$ cat src/mbst_pkg.sv
package mbst_pkg;
   localparam int IR_W      = 3;
   localparam int ID_W      = 32;
   localparam int BSR_W     = 109;
   localparam int PIN_W     = 108;
   localparam int OE_CELL   = 108;
   localparam int TCK_MIN_NS = 50;
   localparam int TDO_MAX_NS = 10;

   localparam logic [IR_W-1:0] IR_EXTEST  = 3'h0;
   localparam logic [IR_W-1:0] IR_IDCODE  = 3'h1;
   localparam logic [IR_W-1:0] IR_SAMPLEZ = 3'h2;
   localparam logic [IR_W-1:0] IR_SAMPLE  = 3'h4;
   localparam logic [IR_W-1:0] IR_BYPASS  = 3'h7;
   localparam logic [IR_W-1:0] IR_CAPTURE = 3'h1;

   localparam logic [1:0] SEL_BYP = 2'h0;
   localparam logic [1:0] SEL_ID  = 2'h1;
   localparam logic [1:0] SEL_BSR = 2'h2;

   typedef enum logic [3:0] {
      ST_RESET = 4'h0, ST_IDLE = 4'h1, ST_SEL_DR = 4'h2, ST_CAP_DR = 4'h3,
      ST_SH_DR = 4'h4, ST_EX1_DR = 4'h5, ST_PAU_DR = 4'h6, ST_EX2_DR = 4'h7,
      ST_UPD_DR = 4'h8, ST_SEL_IR = 4'h9, ST_CAP_IR = 4'ha, ST_SH_IR = 4'hb,
      ST_EX1_IR = 4'hc, ST_PAU_IR = 4'hd, ST_EX2_IR = 4'he, ST_UPD_IR = 4'hf
   } mbst_state_t;

   typedef struct packed {
      logic tck;
      logic tms;
      logic tdi;
   } mbst_jtag_t;
endpackage : mbst_pkg

$ cat src/mbst_tap.sv
module mbst_tap #(
   parameter logic [10:0] MAKER_CODE = 11'h000,   // arbitrary value
   parameter logic [16:0] PART_CODE  = 17'h0_0000, // arbitrary value
   parameter logic [2:0]  VER_CODE   = 3'h2        // arbitrary value
) (
   input  wire logic                       core_clk,
   input  wire logic                       nrst,
   input  wire logic                       tck,
   input  wire logic                       tms,
   input  wire logic                       tdi,
   output logic                            tdo,
   output logic                            tdo_oe_n,
   input  wire logic [mbst_pkg::PIN_W-1:0] pin_in,
   input  wire logic [mbst_pkg::PIN_W-1:0] core_out,
   output logic      [mbst_pkg::PIN_W-1:0] pin_out,
   output logic                            pin_oe_n
);
   // tck period 320 ns gives 8 core clocks per tck, enough to sample edges
   logic [2:0]                  tck_s1_r;
   logic [2:0]                  tck_s2_r;
   logic                        tck_d_r;
   mbst_pkg::mbst_jtag_t        jt;
   mbst_pkg::mbst_state_t       st_r, st_nxt;
   logic [mbst_pkg::IR_W-1:0]   ir_sh_r;
   logic [mbst_pkg::IR_W-1:0]   ir_r;
   logic                        byp_r;
   logic [mbst_pkg::ID_W-1:0]   id_sh_r;
   logic [mbst_pkg::BSR_W-1:0]  bsr_sh_r;
   logic [mbst_pkg::BSR_W-1:0]  bsr_up_r;
   logic [mbst_pkg::PIN_W-1:0]  pin_cap_s1_r;
   logic [mbst_pkg::PIN_W-1:0]  pin_cap_s2_r;
   logic                        tdo_nxt_r;
   logic                        shifting_r;

   always_ff @(posedge core_clk or negedge nrst) begin
      if (!nrst) begin
         tck_s1_r <= 3'h0;
         tck_s2_r <= 3'h0;
         tck_d_r  <= 1'b0;
      end else begin
         tck_s1_r <= {tck, tms, tdi};
         tck_s2_r <= tck_s1_r;
         tck_d_r  <= tck_s2_r[2];
      end
   end

   // pins sampled on core clock; values caught mid-transition may still be wrong
   always_ff @(posedge core_clk or negedge nrst) begin
      if (!nrst) begin
         pin_cap_s1_r <= '0;
         pin_cap_s2_r <= '0;
      end else begin
         pin_cap_s1_r <= pin_in;
         pin_cap_s2_r <= pin_cap_s1_r;
      end
   end

   assign jt = mbst_pkg::mbst_jtag_t'(tck_s2_r);
   wire tck_rise = jt.tck & ~tck_d_r;
   wire tck_fall = ~jt.tck & tck_d_r;

   // test-port state walk; every code is a legal state, so no default is needed
   function automatic mbst_pkg::mbst_state_t tap_next(input mbst_pkg::mbst_state_t s, input logic m);
      tap_next = s;
      unique case (s)
         mbst_pkg::ST_RESET: begin
            if (m) begin
               tap_next = mbst_pkg::ST_RESET;
            end else begin
               tap_next = mbst_pkg::ST_IDLE;
            end
         end
         mbst_pkg::ST_IDLE: begin
            if (m) begin
               tap_next = mbst_pkg::ST_SEL_DR;
            end else begin
               tap_next = mbst_pkg::ST_IDLE;
            end
         end
         mbst_pkg::ST_SEL_DR: begin
            if (m) begin
               tap_next = mbst_pkg::ST_SEL_IR;
            end else begin
               tap_next = mbst_pkg::ST_CAP_DR;
            end
         end
         mbst_pkg::ST_CAP_DR: begin
            if (m) begin
               tap_next = mbst_pkg::ST_EX1_DR;
            end else begin
               tap_next = mbst_pkg::ST_SH_DR;
            end
         end
         mbst_pkg::ST_SH_DR: begin
            if (m) begin
               tap_next = mbst_pkg::ST_EX1_DR;
            end else begin
               tap_next = mbst_pkg::ST_SH_DR;
            end
         end
         mbst_pkg::ST_EX1_DR: begin
            if (m) begin
               tap_next = mbst_pkg::ST_UPD_DR;
            end else begin
               tap_next = mbst_pkg::ST_PAU_DR;
            end
         end
         mbst_pkg::ST_PAU_DR: begin
            if (m) begin
               tap_next = mbst_pkg::ST_EX2_DR;
            end else begin
               tap_next = mbst_pkg::ST_PAU_DR;
            end
         end
         mbst_pkg::ST_EX2_DR: begin
            if (m) begin
               tap_next = mbst_pkg::ST_UPD_DR;
            end else begin
               tap_next = mbst_pkg::ST_SH_DR;
            end
         end
         mbst_pkg::ST_UPD_DR: begin
            if (m) begin
               tap_next = mbst_pkg::ST_SEL_DR;
            end else begin
               tap_next = mbst_pkg::ST_IDLE;
            end
         end
         mbst_pkg::ST_SEL_IR: begin
            if (m) begin
               tap_next = mbst_pkg::ST_RESET;
            end else begin
               tap_next = mbst_pkg::ST_CAP_IR;
            end
         end
         mbst_pkg::ST_CAP_IR: begin
            if (m) begin
               tap_next = mbst_pkg::ST_EX1_IR;
            end else begin
               tap_next = mbst_pkg::ST_SH_IR;
            end
         end
         mbst_pkg::ST_SH_IR: begin
            if (m) begin
               tap_next = mbst_pkg::ST_EX1_IR;
            end else begin
               tap_next = mbst_pkg::ST_SH_IR;
            end
         end
         mbst_pkg::ST_EX1_IR: begin
            if (m) begin
               tap_next = mbst_pkg::ST_UPD_IR;
            end else begin
               tap_next = mbst_pkg::ST_PAU_IR;
            end
         end
         mbst_pkg::ST_PAU_IR: begin
            if (m) begin
               tap_next = mbst_pkg::ST_EX2_IR;
            end else begin
               tap_next = mbst_pkg::ST_PAU_IR;
            end
         end
         mbst_pkg::ST_EX2_IR: begin
            if (m) begin
               tap_next = mbst_pkg::ST_UPD_IR;
            end else begin
               tap_next = mbst_pkg::ST_SH_IR;
            end
         end
         mbst_pkg::ST_UPD_IR: begin
            if (m) begin
               tap_next = mbst_pkg::ST_SEL_DR;
            end else begin
               tap_next = mbst_pkg::ST_IDLE;
            end
         end
      endcase
   endfunction : tap_next

   always_comb begin
      st_nxt = tap_next(st_r, jt.tms);
   end

   // instruction decode; reserved codes fall to bypass for safety
   wire is_extest  = (ir_r == mbst_pkg::IR_EXTEST);
   wire is_idcode  = (ir_r == mbst_pkg::IR_IDCODE);
   wire is_samplez = (ir_r == mbst_pkg::IR_SAMPLEZ);
   wire is_sample  = (ir_r == mbst_pkg::IR_SAMPLE);
   wire sel_bsr    = is_extest | is_samplez | is_sample;
   wire [1:0] dr_sel = sel_bsr ? mbst_pkg::SEL_BSR :
                       is_idcode ? mbst_pkg::SEL_ID : mbst_pkg::SEL_BYP;

   wire [mbst_pkg::ID_W-1:0] id_val = {VER_CODE, PART_CODE, MAKER_CODE, 1'b1};
   wire [mbst_pkg::BSR_W-1:0] ring = {bsr_up_r[mbst_pkg::OE_CELL], pin_cap_s2_r};

   wire in_cap_dr = tck_rise && (st_r == mbst_pkg::ST_CAP_DR);
   wire in_sh_dr  = tck_rise && (st_r == mbst_pkg::ST_SH_DR);
   wire in_upd_dr = tck_rise && (st_r == mbst_pkg::ST_UPD_DR);
   wire in_cap_ir = tck_rise && (st_r == mbst_pkg::ST_CAP_IR);
   wire in_sh_ir  = tck_rise && (st_r == mbst_pkg::ST_SH_IR);
   wire in_upd_ir = tck_rise && (st_r == mbst_pkg::ST_UPD_IR);
   wire in_reset  = (st_r == mbst_pkg::ST_RESET);

   always_ff @(posedge core_clk or negedge nrst) begin
      if (!nrst) begin
         st_r <= mbst_pkg::ST_RESET;
      end else if (tck_rise) begin
         st_r <= st_nxt;
      end
   end

   always_ff @(posedge core_clk or negedge nrst) begin
      if (!nrst) begin
         ir_sh_r <= mbst_pkg::IR_CAPTURE;
         ir_r    <= mbst_pkg::IR_IDCODE;
      end else if (in_reset) begin
         ir_r    <= mbst_pkg::IR_IDCODE;
      end else if (in_cap_ir) begin
         ir_sh_r <= mbst_pkg::IR_CAPTURE;
      end else if (in_sh_ir) begin
         ir_sh_r <= {jt.tdi, ir_sh_r[mbst_pkg::IR_W-1:1]};
      end else if (in_upd_ir) begin
         ir_r    <= ir_sh_r;
      end
   end

   always_ff @(posedge core_clk or negedge nrst) begin
      if (!nrst) begin
         byp_r   <= 1'b0;
         id_sh_r <= '0;
      end else if (in_cap_dr) begin
         byp_r   <= 1'b0;
         id_sh_r <= id_val;
      end else if (in_sh_dr) begin
         byp_r   <= jt.tdi;
         id_sh_r <= {jt.tdi, id_sh_r[mbst_pkg::ID_W-1:1]};
      end
   end

   always_ff @(posedge core_clk or negedge nrst) begin
      if (!nrst) begin
         bsr_sh_r <= '0;
      end else if (in_cap_dr && sel_bsr) begin
         bsr_sh_r <= ring;
      end else if (in_sh_dr && sel_bsr) begin
         bsr_sh_r <= {jt.tdi, bsr_sh_r[mbst_pkg::BSR_W-1:1]};
      end
   end

   always_ff @(posedge core_clk or negedge nrst) begin
      if (!nrst) begin
         bsr_up_r <= '0;
      end else if (in_reset) begin
         bsr_up_r[mbst_pkg::OE_CELL] <= 1'b0;
      end else if (in_upd_dr && sel_bsr) begin
         bsr_up_r <= bsr_sh_r;                                     // preload latch
      end
   end

   // serial output picked on every core clock, launched on the falling tck edge
   wire tdo_src = (dr_sel == mbst_pkg::SEL_BSR) ? bsr_sh_r[0] :
                  (dr_sel == mbst_pkg::SEL_ID)  ? id_sh_r[0]  : byp_r;
   wire ir_path = (st_r == mbst_pkg::ST_SH_IR);
   wire dr_path = (st_r == mbst_pkg::ST_SH_DR);

   always_ff @(posedge core_clk or negedge nrst) begin
      if (!nrst) begin
         tdo_nxt_r  <= 1'b0;
         shifting_r <= 1'b0;
         tdo        <= 1'b0;
         tdo_oe_n   <= 1'b1;
      end else begin
         tdo_nxt_r  <= ir_path ? ir_sh_r[0] : tdo_src;
         shifting_r <= ir_path | dr_path;
         if (tck_fall) begin
            tdo      <= tdo_nxt_r;
            tdo_oe_n <= ~shifting_r;
         end
      end
   end

   // output drivers: extest drives preload when the OE cell holds 1, samplez floats, else core runs
   wire [mbst_pkg::PIN_W-1:0] pin_out_nxt = is_extest ? bsr_up_r[mbst_pkg::PIN_W-1:0] : core_out;
   wire pin_oe_n_nxt = is_samplez ? 1'b1 :
                       is_extest  ? ~bsr_up_r[mbst_pkg::OE_CELL] : 1'b0;

   always_ff @(posedge core_clk or negedge nrst) begin
      if (!nrst) begin
         pin_out  <= '0;
         pin_oe_n <= 1'b0;
      end else begin
         pin_out  <= pin_out_nxt;
         pin_oe_n <= pin_oe_n_nxt;
      end
   end
endmodule : mbst_tap

$ cat config.mk
export PLATFORM = sky130hd
export DESIGN_NAME = mbst_tap
export DESIGN_NICKNAME = d
export VERILOG_FILES = /design/src/mbst_pkg.sv /design/src/mbst_tap.sv
export SDC_FILE = /design/constraint.sdc
export NUM_CORES = 1
export LEC_CHECK = 0
export BUFFER_PORTS_ARGS = -buffer_cell sky130_fd_sc_hd__buf_2
export CORE_MARGIN = 10
export CORE_UTILIZATION = 55
export CTS_CLUSTER_SIZE = 10
export DETAILED_ROUTE_END_ITERATION = 8
export GPL_TIMING_DRIVEN = 1
export PLACE_DENSITY = 0.78
export SETUP_SLACK_MARGIN = 0.3
export SYNTH_ARGS = -nofsm -noshare
export SYNTH_HDL_FRONTEND = slang
export SYNTH_SLANG_ARGS = --single-unit
$ cat constraint.sdc
create_clock -name core_clk -period 2.06 [get_ports core_clk]
set_clock_uncertainty 0.1 [all_clocks]
set_input_delay 0.206 -clock core_clk [delete_from_list [all_inputs] [get_ports core_clk]]
set_output_delay 0.206 -clock core_clk [all_outputs]
set_load 0.01 [all_outputs]
## Yosys cells after proc, flatten, opt, wreduce, memory -nomap -nowiden

Index checks and enable logic that the tools add are counted.

| storage, ports and cells | value |
|---|---|
| word-level logic and storage cells | 108 |
| memory bits (read-only) | 0 |
| register bits | 597 |
| bits in latches | 0 |
| memories | 0 |
| bits of input ports | 221 |
| RAM bits | 0 |

| operators by class | value |
|---|---|
| bitwise logic cells | 10 |
| div/mod/pow operators | 0 |
| reductions and logical operators | 22 |
| equal/unequal tests | 22 |
| multipliers | 0 |
| shifts and indexed selects | 0 |
| $lt $le $gt $ge | 0 |
| muxes and demuxes | 35 |
| $add $sub $neg | 0 |

Operators with widths:

| cell | count |
|---|---|
| two-way mux 109 bit | 3 |
| two-way mux 108 bit | 1 |
| two-way mux 32 bit | 2 |
| one-hot mux 4 bit (12 select lines) | 1 |
| equality test 4 bit, second input constant | 8 |
| two-way mux 3 bit | 8 |
| equality test 4 x 3 -> 1 bit, second input constant | 4 |
| two-way mux 4 bit | 4 |
| two-way mux 1 bit | 12 |
| nonzero test 2 bit | 5 |
| logical AND 1 bit | 9 |
| equality test 4 x 2 -> 1 bit, second input constant | 2 |
| two-way mux 2 bit | 4 |
| NOT 1 bit | 5 |
| equality test 4 x 1 -> 1 bit, second input constant | 1 |
| logical NOT 4 bit | 1 |
| inequality test 2 x 1 -> 1 bit, second input constant | 2 |
| AND reduction 2 bit | 2 |
| OR reduction 2 bit | 2 |
| equality test 3 x 1 -> 1 bit, second input constant | 1 |
| equality test 3 x 2 -> 1 bit, second input constant | 1 |
| equality test 3 bit, second input constant | 1 |
| logical NOT 3 bit | 1 |
| bitwise OR 1 bit | 3 |
| 5 further kinds | 6 |

## Longest topological paths before layout

Gate-level depths: netlist of run 1.

| logic depth | value |
|---|---|
| depth in word-level cells | 8 |
| mapped depth | 9 |
| gate-level depth less buffers | 4 |

## Worst setup path before layout of run 1

Ideal clock, no wire load.

| timing | value |
|---|---|
| path kind | reg-to-reg |
| start point | reg ir_r[1] (netlist bit) |
| end point | reg pin_out[89] (netlist bit) |
| data required time | 1.835 ns |
| path slack | 0.337 ns |
| stages on the path, launching flop included | 6 |
| path buffers | 3 |
| arrival time | 1.498 ns |
| path through | dfrtp_1 -> buf_2 -> nor3_4 -> buf_2 -> buf_4 -> mux2_2 |

| between the ends | value |
|---|---|
| longest elaborated chain between the ends | 2 |

Ends and longest elaborated chain:

| what | line | RTL |
|---|---|---|
| start: declaration | mbst_tap.sv:25 | `logic [mbst_pkg::IR_W-1:0] ir_r;` |
| start signal: assignment | mbst_tap.sv:216 | `ir_r <= mbst_pkg::IR_IDCODE;` |
| start signal: assignment | mbst_tap.sv:218 | `ir_r <= mbst_pkg::IR_IDCODE;` |
| start signal: assignment | mbst_tap.sv:224 | `ir_r <= ir_sh_r;` |
| logical NOT 3 bit | mbst_tap.sv:186 | `wire is_extest = (ir_r == mbst_pkg::IR_EXTEST);` |
| two-way mux 108 bit | mbst_tap.sv:284 | `wire [mbst_pkg::PIN_W-1:0] pin_out_nxt = is_extest ? bsr_up_r[mbst_pkg::PIN_W-1:0] : core_out;` |
| via pin_out_nxt, one bit | mbst_tap.sv:284 |  |
| end signal: assignment | mbst_tap.sv:293 | `pin_out <= pin_out_nxt;` |
| end: declaration | mbst_tap.sv:15 | `output logic [mbst_pkg::PIN_W-1:0] pin_out,` |

The timed path passes the listed nets, and every way through them passes these cells.
A chain may end at the register's enable or synchronous reset.

## Worst setup path after layout of run 1

| timing | value |
|---|---|
| start point | reg st_r[2] |
| end point | reg bsr_sh_r[70] (netlist bit) |

| between the ends | value |
|---|---|
| longest elaborated chain between the ends | 4 |
| elaborated cells on any way between the ends | 8 |
| those cells by class | eq/ne: 2; mux: 1; reduce/logical: 5 |

Ends and longest elaborated chain:

| what | line | RTL |
|---|---|---|
| start: declaration | mbst_tap.sv:23 | `mbst_pkg::mbst_state_t st_r, st_nxt;` |
| start signal: assignment | mbst_tap.sv:207 | `st_r <= mbst_pkg::ST_RESET;` |
| start signal: assignment | mbst_tap.sv:209 | `st_r <= st_nxt;` |
| equality test 4 x 2 -> 1 bit / equality test 4 x 3 -> 1 bit (equally long branches) | mbst_tap.sv:197, mbst_tap.sv:198 |  |
| logical AND 1 bit, on equally long branches | mbst_tap.sv:197, mbst_tap.sv:198 |  |
| logical AND 1 bit, on equally long branches | mbst_tap.sv:244, mbst_tap.sv:246 |  |
| two-way mux 109 bit / nonzero test 2 bit (equally long branches) | - |  |
| end signal: assignment | mbst_tap.sv:245 | `bsr_sh_r <= ring;` |
| end signal: assignment | mbst_tap.sv:247 | `bsr_sh_r <= {jt.tdi, bsr_sh_r[mbst_pkg::BSR_W-1:1]};` |
| end: declaration | mbst_tap.sv:28 | `logic [mbst_pkg::BSR_W-1:0] bsr_sh_r;` |

Parallel ways exist; a longest one is shown, timed or not.

==> impl_results.md, run 1 <==
* Status: finished clean
* Leak at 13.8 nW
* Worst Path Required at about 2.4 ns
* Setup TNS Final at 0 ns
* Syn. warnings at 0
* Top FF cell, synth: dfrtp_1
* Dpl cells at 2,218
* EDFF count, synth at 0
* TritonCTS Sinks at between 500 and 600
* Core Region at around 38,000 um^2
* Worst hold path type: input pin to async pin
* Final wirelength at ~66 mm
* Commonest non-fill, non-tap cells in the layout: 588 x dfrtp_1, 330 x buf_2, 220 x dlygate4sd3_1
* Pwr Total at roughly 27 mW
* Ys async rst share at 100%
* Gr usage total at between 20 and 25%
* Nets at between 2,000 and 2,500
* Fmax at between 500 and 600 MHz
* Syn nets at 1,623
* WL per Instance at ~25 um
* Drc violations at 0
* Detail Placement HPWL at 30.0 mm
* Via Count at around 14,000
* Root Buffer: clkbuf_16
* # IOs at approximately 330
* Syn avg cell area at roughly 15 um^2
* Worst vdd ir at ~950 uV
* Final setup viols at 0
* Cells after Synth at 1,402
* Rel. slew slack at a little over two thirds
* Vias in the first global route at 15,400
* Hold slack final at between 0.015 and 0.02 ns
* Post-DRT Antenna Nets at 0
* DIE AREA at 46,200 um^2
* Crit. End Element: flop
* Shortest period the worst path allows at around 2.0 ns
* Max_cap viols at 0
* Setup WS post-layout at about 0.084 ns
* CP Class: flop to flop
* Share of the synthesized area in the top cell type at a little under three quarters
* DRT iter0 DRCs at 930
* Htree depth at 3
* Max-slew violation count at 0
* Largest net degree at the start of global routing at 66
* Clock buffer depth at 3
* Clock transition at path regs at around 0.050 ns
* GP Congestion at about 0.81
* Count of standard-cell rows at between 70 and 80
* Synth area leaders: dfrtp_1 71%, mux2_1 5.9%, mux2_2 5.8%
* Non-filler cells, final at between 2,000 and 3,000
* Final count of hold timing violations at 0
* Peak fanout along the critical path at 8
* Global route total overflow at 0
* Initial antenna violation count at 11
* Synthesis-stage register bit count at slightly below 600
* Setup crit start kind: flop
* Vias per inst at 5.48
* Critical path data arrival time at about 2.4 ns
* Syn Std Cell Area at 20,900 um^2
* Die X at between 200 and 250 um
* Netlist cell types at 44
* Commonest non-fill, non-tap cell in the layout: dfrtp_1
* Sequential area share after synthesis at between 70% and 80%
* Initial Util at 55.6%
* CTS buffer count at 70
* Layout area overhead at 43.1%
* Clock Latency Late Sink at around 0.59 ns
* Top cell type by total area after synthesis: dfrtp_1
* Die outline height at about 210 um
* Worst slew pin tran at 0.449 ns
* Pwr/cell area at slightly above 900 nW/um^2
* RSZ-0062 raised after global routing: yes
* Worst slack at placement at just over 0.09 ns
* CTS tree: built
* # port buffers at ~330
* First-pass GRT wire length at about 89 mm
* Layout cells sized above 1 at between 30% and 40%
* Post-route clock period utilization at a little over nine tenths
* Drt pass-1 iters at 5
worst max-delay path: stages (launching register included):
cell and delay [ns]:
dfrtp_1 0.40, buf_6 0.14, and3b_2 0.25, o211ai_4 0.29
buf_6 0.18, buf_12 0.17, clkbuf_16 0.18, nand2_2 0.05
o21ai_1 0.09
cell usage after synthesis, drive strengths merged (2+ instances only):
master / count
o211ai: 2
dfrtp: 593
a21oi: 10
inv: 5
nand3: 4
nor2: 10
dfstp: 3
nand4: 3
nand2: 184
clkbuf: 22
nor2b: 4
and2: 3
mux2: 217
nand2b: 4
a211oi: 2
a2111oi: 2
nand3b: 2
mux2i: 111
o21ai: 152
buf: 55
nor3b: 2
layout make-up:
type / instances / area, um^2
sequential: 596 / 14900
tap: 511 / 639
antenna: 9 / 22.5
multi-input combinational: 724 / 6110
inverter: 5 / 18.8
clock inverter: 5 / 47.5
timing repair buffer: 687 / 6220
fill: 1836 / 7690
clock buffer: 88 / 1910
routing by layer:
metal / track usage, % / share of wire, % / up-vias
met4: 10.2 / 4.3 / 4
met5: 0 / 0.044 / -
met1: 28.5 / 38 / 7455
li1: - / - / 6163
met2: 43.1 / 53 / 580
met3: 5.60 / 5.6 / 196
sequential cells by signal, summed over array words and instances, names as in the netlist, 4 cells and up:
name          count
bsr_sh_r        109
bsr_up_r        109
id_sh_r          31
pin_cap_s1_r    108
pin_cap_s2_r    108
pin_out         108
st_r              4
power by group:
group	total, mW	internal, mW	switching (mW)
clock network	11.1	6.46	4.60
logic	3.69	1.87	1.82
registers	12.5	12.2	0.286
logic make-up after synthesis:
| logic type | share of synthesized area [%] |
|---|---|
| flops | 71.4 |
| mux | 17.0 |
| simple gates | 4.55 |
| compound gates | 4.64 |
| buf+inv | 2.34 |
repair_timing:
action	4_1_cts	5_1_grt
endpoints found under the hold margin	601	0
setup endpoints to repair	326	254
hold buffers	220	0
pin swaps	5	31
resized for setup	47	176
cloned	13	34
buffers inserted	20	18
per-stage QoR:
stage / utilization [%] / instance area (um^2)
after CTS: 75.2 / 28300
final: 79.5 / 29900
after global placement: 62.3 / 23400
after global routing: 79.5 / 29900
after floorplan: - / 20900
after detailed placement: 62.3 / 23400
worst paths after layout:
check	startpoint	endpoint	slack (ns)	cells past startpoint
min	nrst	bsr_up_r[57]$_DFFE_PN0P_	0.02	2
max reg2reg	st_r[2]$_DFFE_PN0P_	bsr_sh_r[70]$_DFFE_PN0P_	0.08	8
max in group asynchronous	nrst	bsr_sh_r[36]$_DFFE_PN0P_	0.98	4
min in group core_clk	pin_in[80]	pin_cap_s1_r[80]$_DFF_PN0_	0.17	2
max	st_r[2]$_DFFE_PN0P_	bsr_sh_r[70]$_DFFE_PN0P_	0.08	8
min reg2reg	pin_cap_s1_r[43]$_DFF_PN0_	pin_cap_s2_r[43]$_DFF_PN0_	0.24	0
Power figures use the tool's default switching activity.
==> run 2: changes to the inputs <==
- BUFFER_PORTS_ARGS: -buffer_cell sky130_fd_sc_hd__buf_2 -> default
- DONT_BUFFER_PORTS: default -> 1
- PLACE_DENSITY: 0.78 -> 0.7
==> run 2 against run 1 <==
  * Sequential cell count stayed put
  * Sequential power hardly changed
  * Via count is 16% lower
  * Total power is 4.6% lower
  * The flow now finishes with violations (negative hold slack, max-slew violations)
==> impl_results.md, run 2 (synthesized netlist as in run 1, its figures left out) <==
* Status: complete, but fails checks
* Failing checks: negative hold slack, max-slew violations
* Root Buffer: clkbuf_16
* Biggest regs: bsr_sh_r (109), bsr_up_r (109)
* Worst slack at placement at 0.130 ns (+0.0373 ns)
* Core Region at 37,600 um^2 (unchanged)
* Switching Fraction at 23.0% (-1.6 points)
* First-pass GRT wire length at 76.8 mm (-14%)
* Gr usage total at 21.1% (-3.5 points)
* Die X at 215 um (unchanged)
* Final instance area at 27,300 um^2 (-8.8%)
* Htree depth at 3 (unchanged)
* Layout cells sized above 1 at 24.8% (-13 points)
* WL per Instance at 23.4 um (-6.4%)
* Clock Latency Late Sink at 0.58 ns (about the same)
* Layout area overhead at 30.6%
* Hold slack final at -0.772 ns (-0.790 ns)
* Die outline height at 215 um (unchanged)
* GRT met2 Usage at 35.6% (-7.6 points)
* GRT met3 Usage at 5.58% (-0.028 points)
* Detail Placement HPWL at 26.6 mm (-12%)
* Rel. slew slack at -1.16% (-71 points)
* Nets at 1,930 (-16%)
* GR peak layer: met2
* CTS buffer count at 70 (unchanged)
* Peak fanout along the critical path at 11 (+3)
* Max_cap viols at 0 (unchanged)
* Commonest non-fill, non-tap cells in the layout: 587 x dfrtp_1, 219 x dlygate4sd3_1, 160 x nand2_1
* Int Power at 20.0 mW (-2.6%)
* P_sw at 5.98 mW (-11%)
* Global route total overflow at 0 (unchanged)
* Clock power frac at 41.8% (+1.2 points)
* Setup TNS Final at 0 ns (unchanged)
* Commonest non-fill, non-tap cell in the layout: dfrtp_1
* Clock buffer depth at 3 (unchanged)
* Met1 Use GR at 26.3% (-2.3 points)
* Sequential share of power at 48.5% (+2.6 points)
* Clock transition at path regs at 0.05 ns (about the same)
* Largest net degree at the start of global routing at 597 (+800%)
* Post-route clock period utilization at 91.0% (-5.0 points)
* GP Congestion at 0.771 (-4.2%)
* Initial antenna violation count at 7 (-4)
* Pwr Total at 26.0 mW (-4.6%)
* Worst Path Required at 2.40 ns (-0.04 ns)
* Shortest period the worst path allows at 1.87 ns (-0.102 ns)
* Count of standard-cell rows at 71 (unchanged)
* CTS tree: built
* Setup WS post-layout at 0.186 ns (+0.102 ns)
* Worst slew pin tran at 1.52 ns (+1.07 ns)
* Non-filler cells, final at 2,239 (-15%)
* Pwr/cell area at 954 nW/um^2 (+4.6%)
* Max-slew violation count at 31 (+31)
* DRT iter0 DRCs at 904 (-2.8%)
* Worst vdd ir at 796 uV (-16%)
* Final count of hold timing violations at 595 (+595)
* Combinational power share at 9.7% (-3.8 points)
* Setup crit start kind: flop
* Crit. End Element: flop
* Dpl cells at 1,868 (-16%)
* DIE AREA at 46,200 um^2 (unchanged)
* # port buffers at 0 (-100%)
* Hold_buf cts at 219 (-0.45%)
* Placed Instance Area at 21,500 um^2 (-8.2%)
* Worst hold path type: input pin to async pin
* Final setup viols at 0 (unchanged)
* Drt pass-1 iters at 5 (unchanged)
* Fmax at 534 MHz (+5.5%)
* Leak at 12.2 nW (-12%)
* Via Count at 12,100 (-16%)
* CP Class: flop to flop
* Drc violations at 0 (unchanged)
* Post-DRT Antenna Nets at 0 (unchanged)
* TritonCTS Sinks at 596 (unchanged)
* Vias per inst at 5.38 (-1.8%)
* Initial Util at 55.6% (unchanged)
* RSZ-0062 raised after global routing: yes
* # IOs at 332 (unchanged)
* Final wirelength at 52.3 mm (-20%)
* Critical path data arrival time at 2.21 ns (-0.14 ns)
* Vias in the first global route at 13,000 (-16%)
[run 2: cell count changes in the layout (fill, tap and decap cells not counted), moves of 7 or more]
| cell | delta |
|---|---|
| buf_2 | -330 |
| mux2_4 | +56 |
| mux2_1 | -55 |
| o21ai_2 | -26 |
| o21ai_1 | +22 |
| nand2_1 | +21 |
| buf_12 | -19 |
| nand2_4 | -13 |
| clkbuf_16 | -12 |
| buf_6 | -9 |
| mux2i_4 | -8 |
| nand2_2 | -8 |
| mux2i_1 | +7 |
[run 2: through the flow]
stage	hold WS [ns]	utilization [%]
after floorplan	-0.190	-
after global placement	-0.173	57.2
after detailed placement	-0.171	57.2
after CTS	-0.793	69.6
after global routing	-0.792	72.5
final	-0.772	72.6
[run 2: final timing paths]
check / from / end / slack [ns] / cells past startpoint
worst max-delay path: st_r[0]$_DFFE_PN0P_ / bsr_sh_r[18]$_DFFE_PN0P_ / 0.19 / 6
worst min-delay path: nrst / pin_out[79]$_DFF_PN0_ / -0.77 / 0
worst max register to register: st_r[0]$_DFFE_PN0P_ / bsr_sh_r[18]$_DFFE_PN0P_ / 0.19 / 6
worst min register to register: pin_cap_s1_r[91]$_DFF_PN0_ / pin_cap_s2_r[91]$_DFF_PN0_ / 0.24 / 0
max in group asynchronous: nrst / st_r[1]$_DFFE_PN0P_ / 1.30 / 0
min in group core_clk: pin_in[43] / pin_cap_s1_r[43]$_DFF_PN0_ / 0.08 / 1
[run 2: layout make-up]
type / count / area (um^2)
Timing Repair Buffer: 312 / 3760
Sequential cell: 596 / 14900
Clock inverter: 4 / 42.5
Multi-Input combinational cell: 724 / 5970
Fill cell: 2215 / 10300
Clock buffer: 83 / 1900
Inverter: 5 / 18.8
Tap cell: 511 / 639
Antenna cell: 4 / 10.0
[run 2: repair_timing]
action	CTS	global route
endpoints found under the hold margin	815	596
pin swaps	3	14
gates resized for setup	25	157
endpoints found under the setup margin	254	266
setup buffers	23	12
cloned	9	17
[run 2: routing by layer]
metal | share of wire, % | routed length (um) | vias up
met5 | 0.052 | 27 | -
met4 | 1.9 | 1010 | 6
met3 | 5.3 | 2790 | 75
met2 | 52 | 27000 | 346
met1 | 41 | 21400 | 6245
li1 | - | - | 5383
[run 2: critical path, stage by stage (launching register included)]
cell,delay [ns]
dfrtp_2,0.46
and2_4,0.20
and2_4,0.27
buf_12,0.17
buf_12,0.15
mux2i_1,0.26
o21ai_1,0.11
[run 2: power by group through the flow]
stage | logic [mW] | clock network [mW] | registers [mW]
floorplan | 1.33 | 0 | 12.7
detailed placement | 1.63 | 0 | 12.8
finish | 2.52 | 10.9 | 12.6
global route | 2.70 | 11.6 | 12.7
global placement | 1.60 | 0 | 12.8
CTS | 2.18 | 11.0 | 12.6
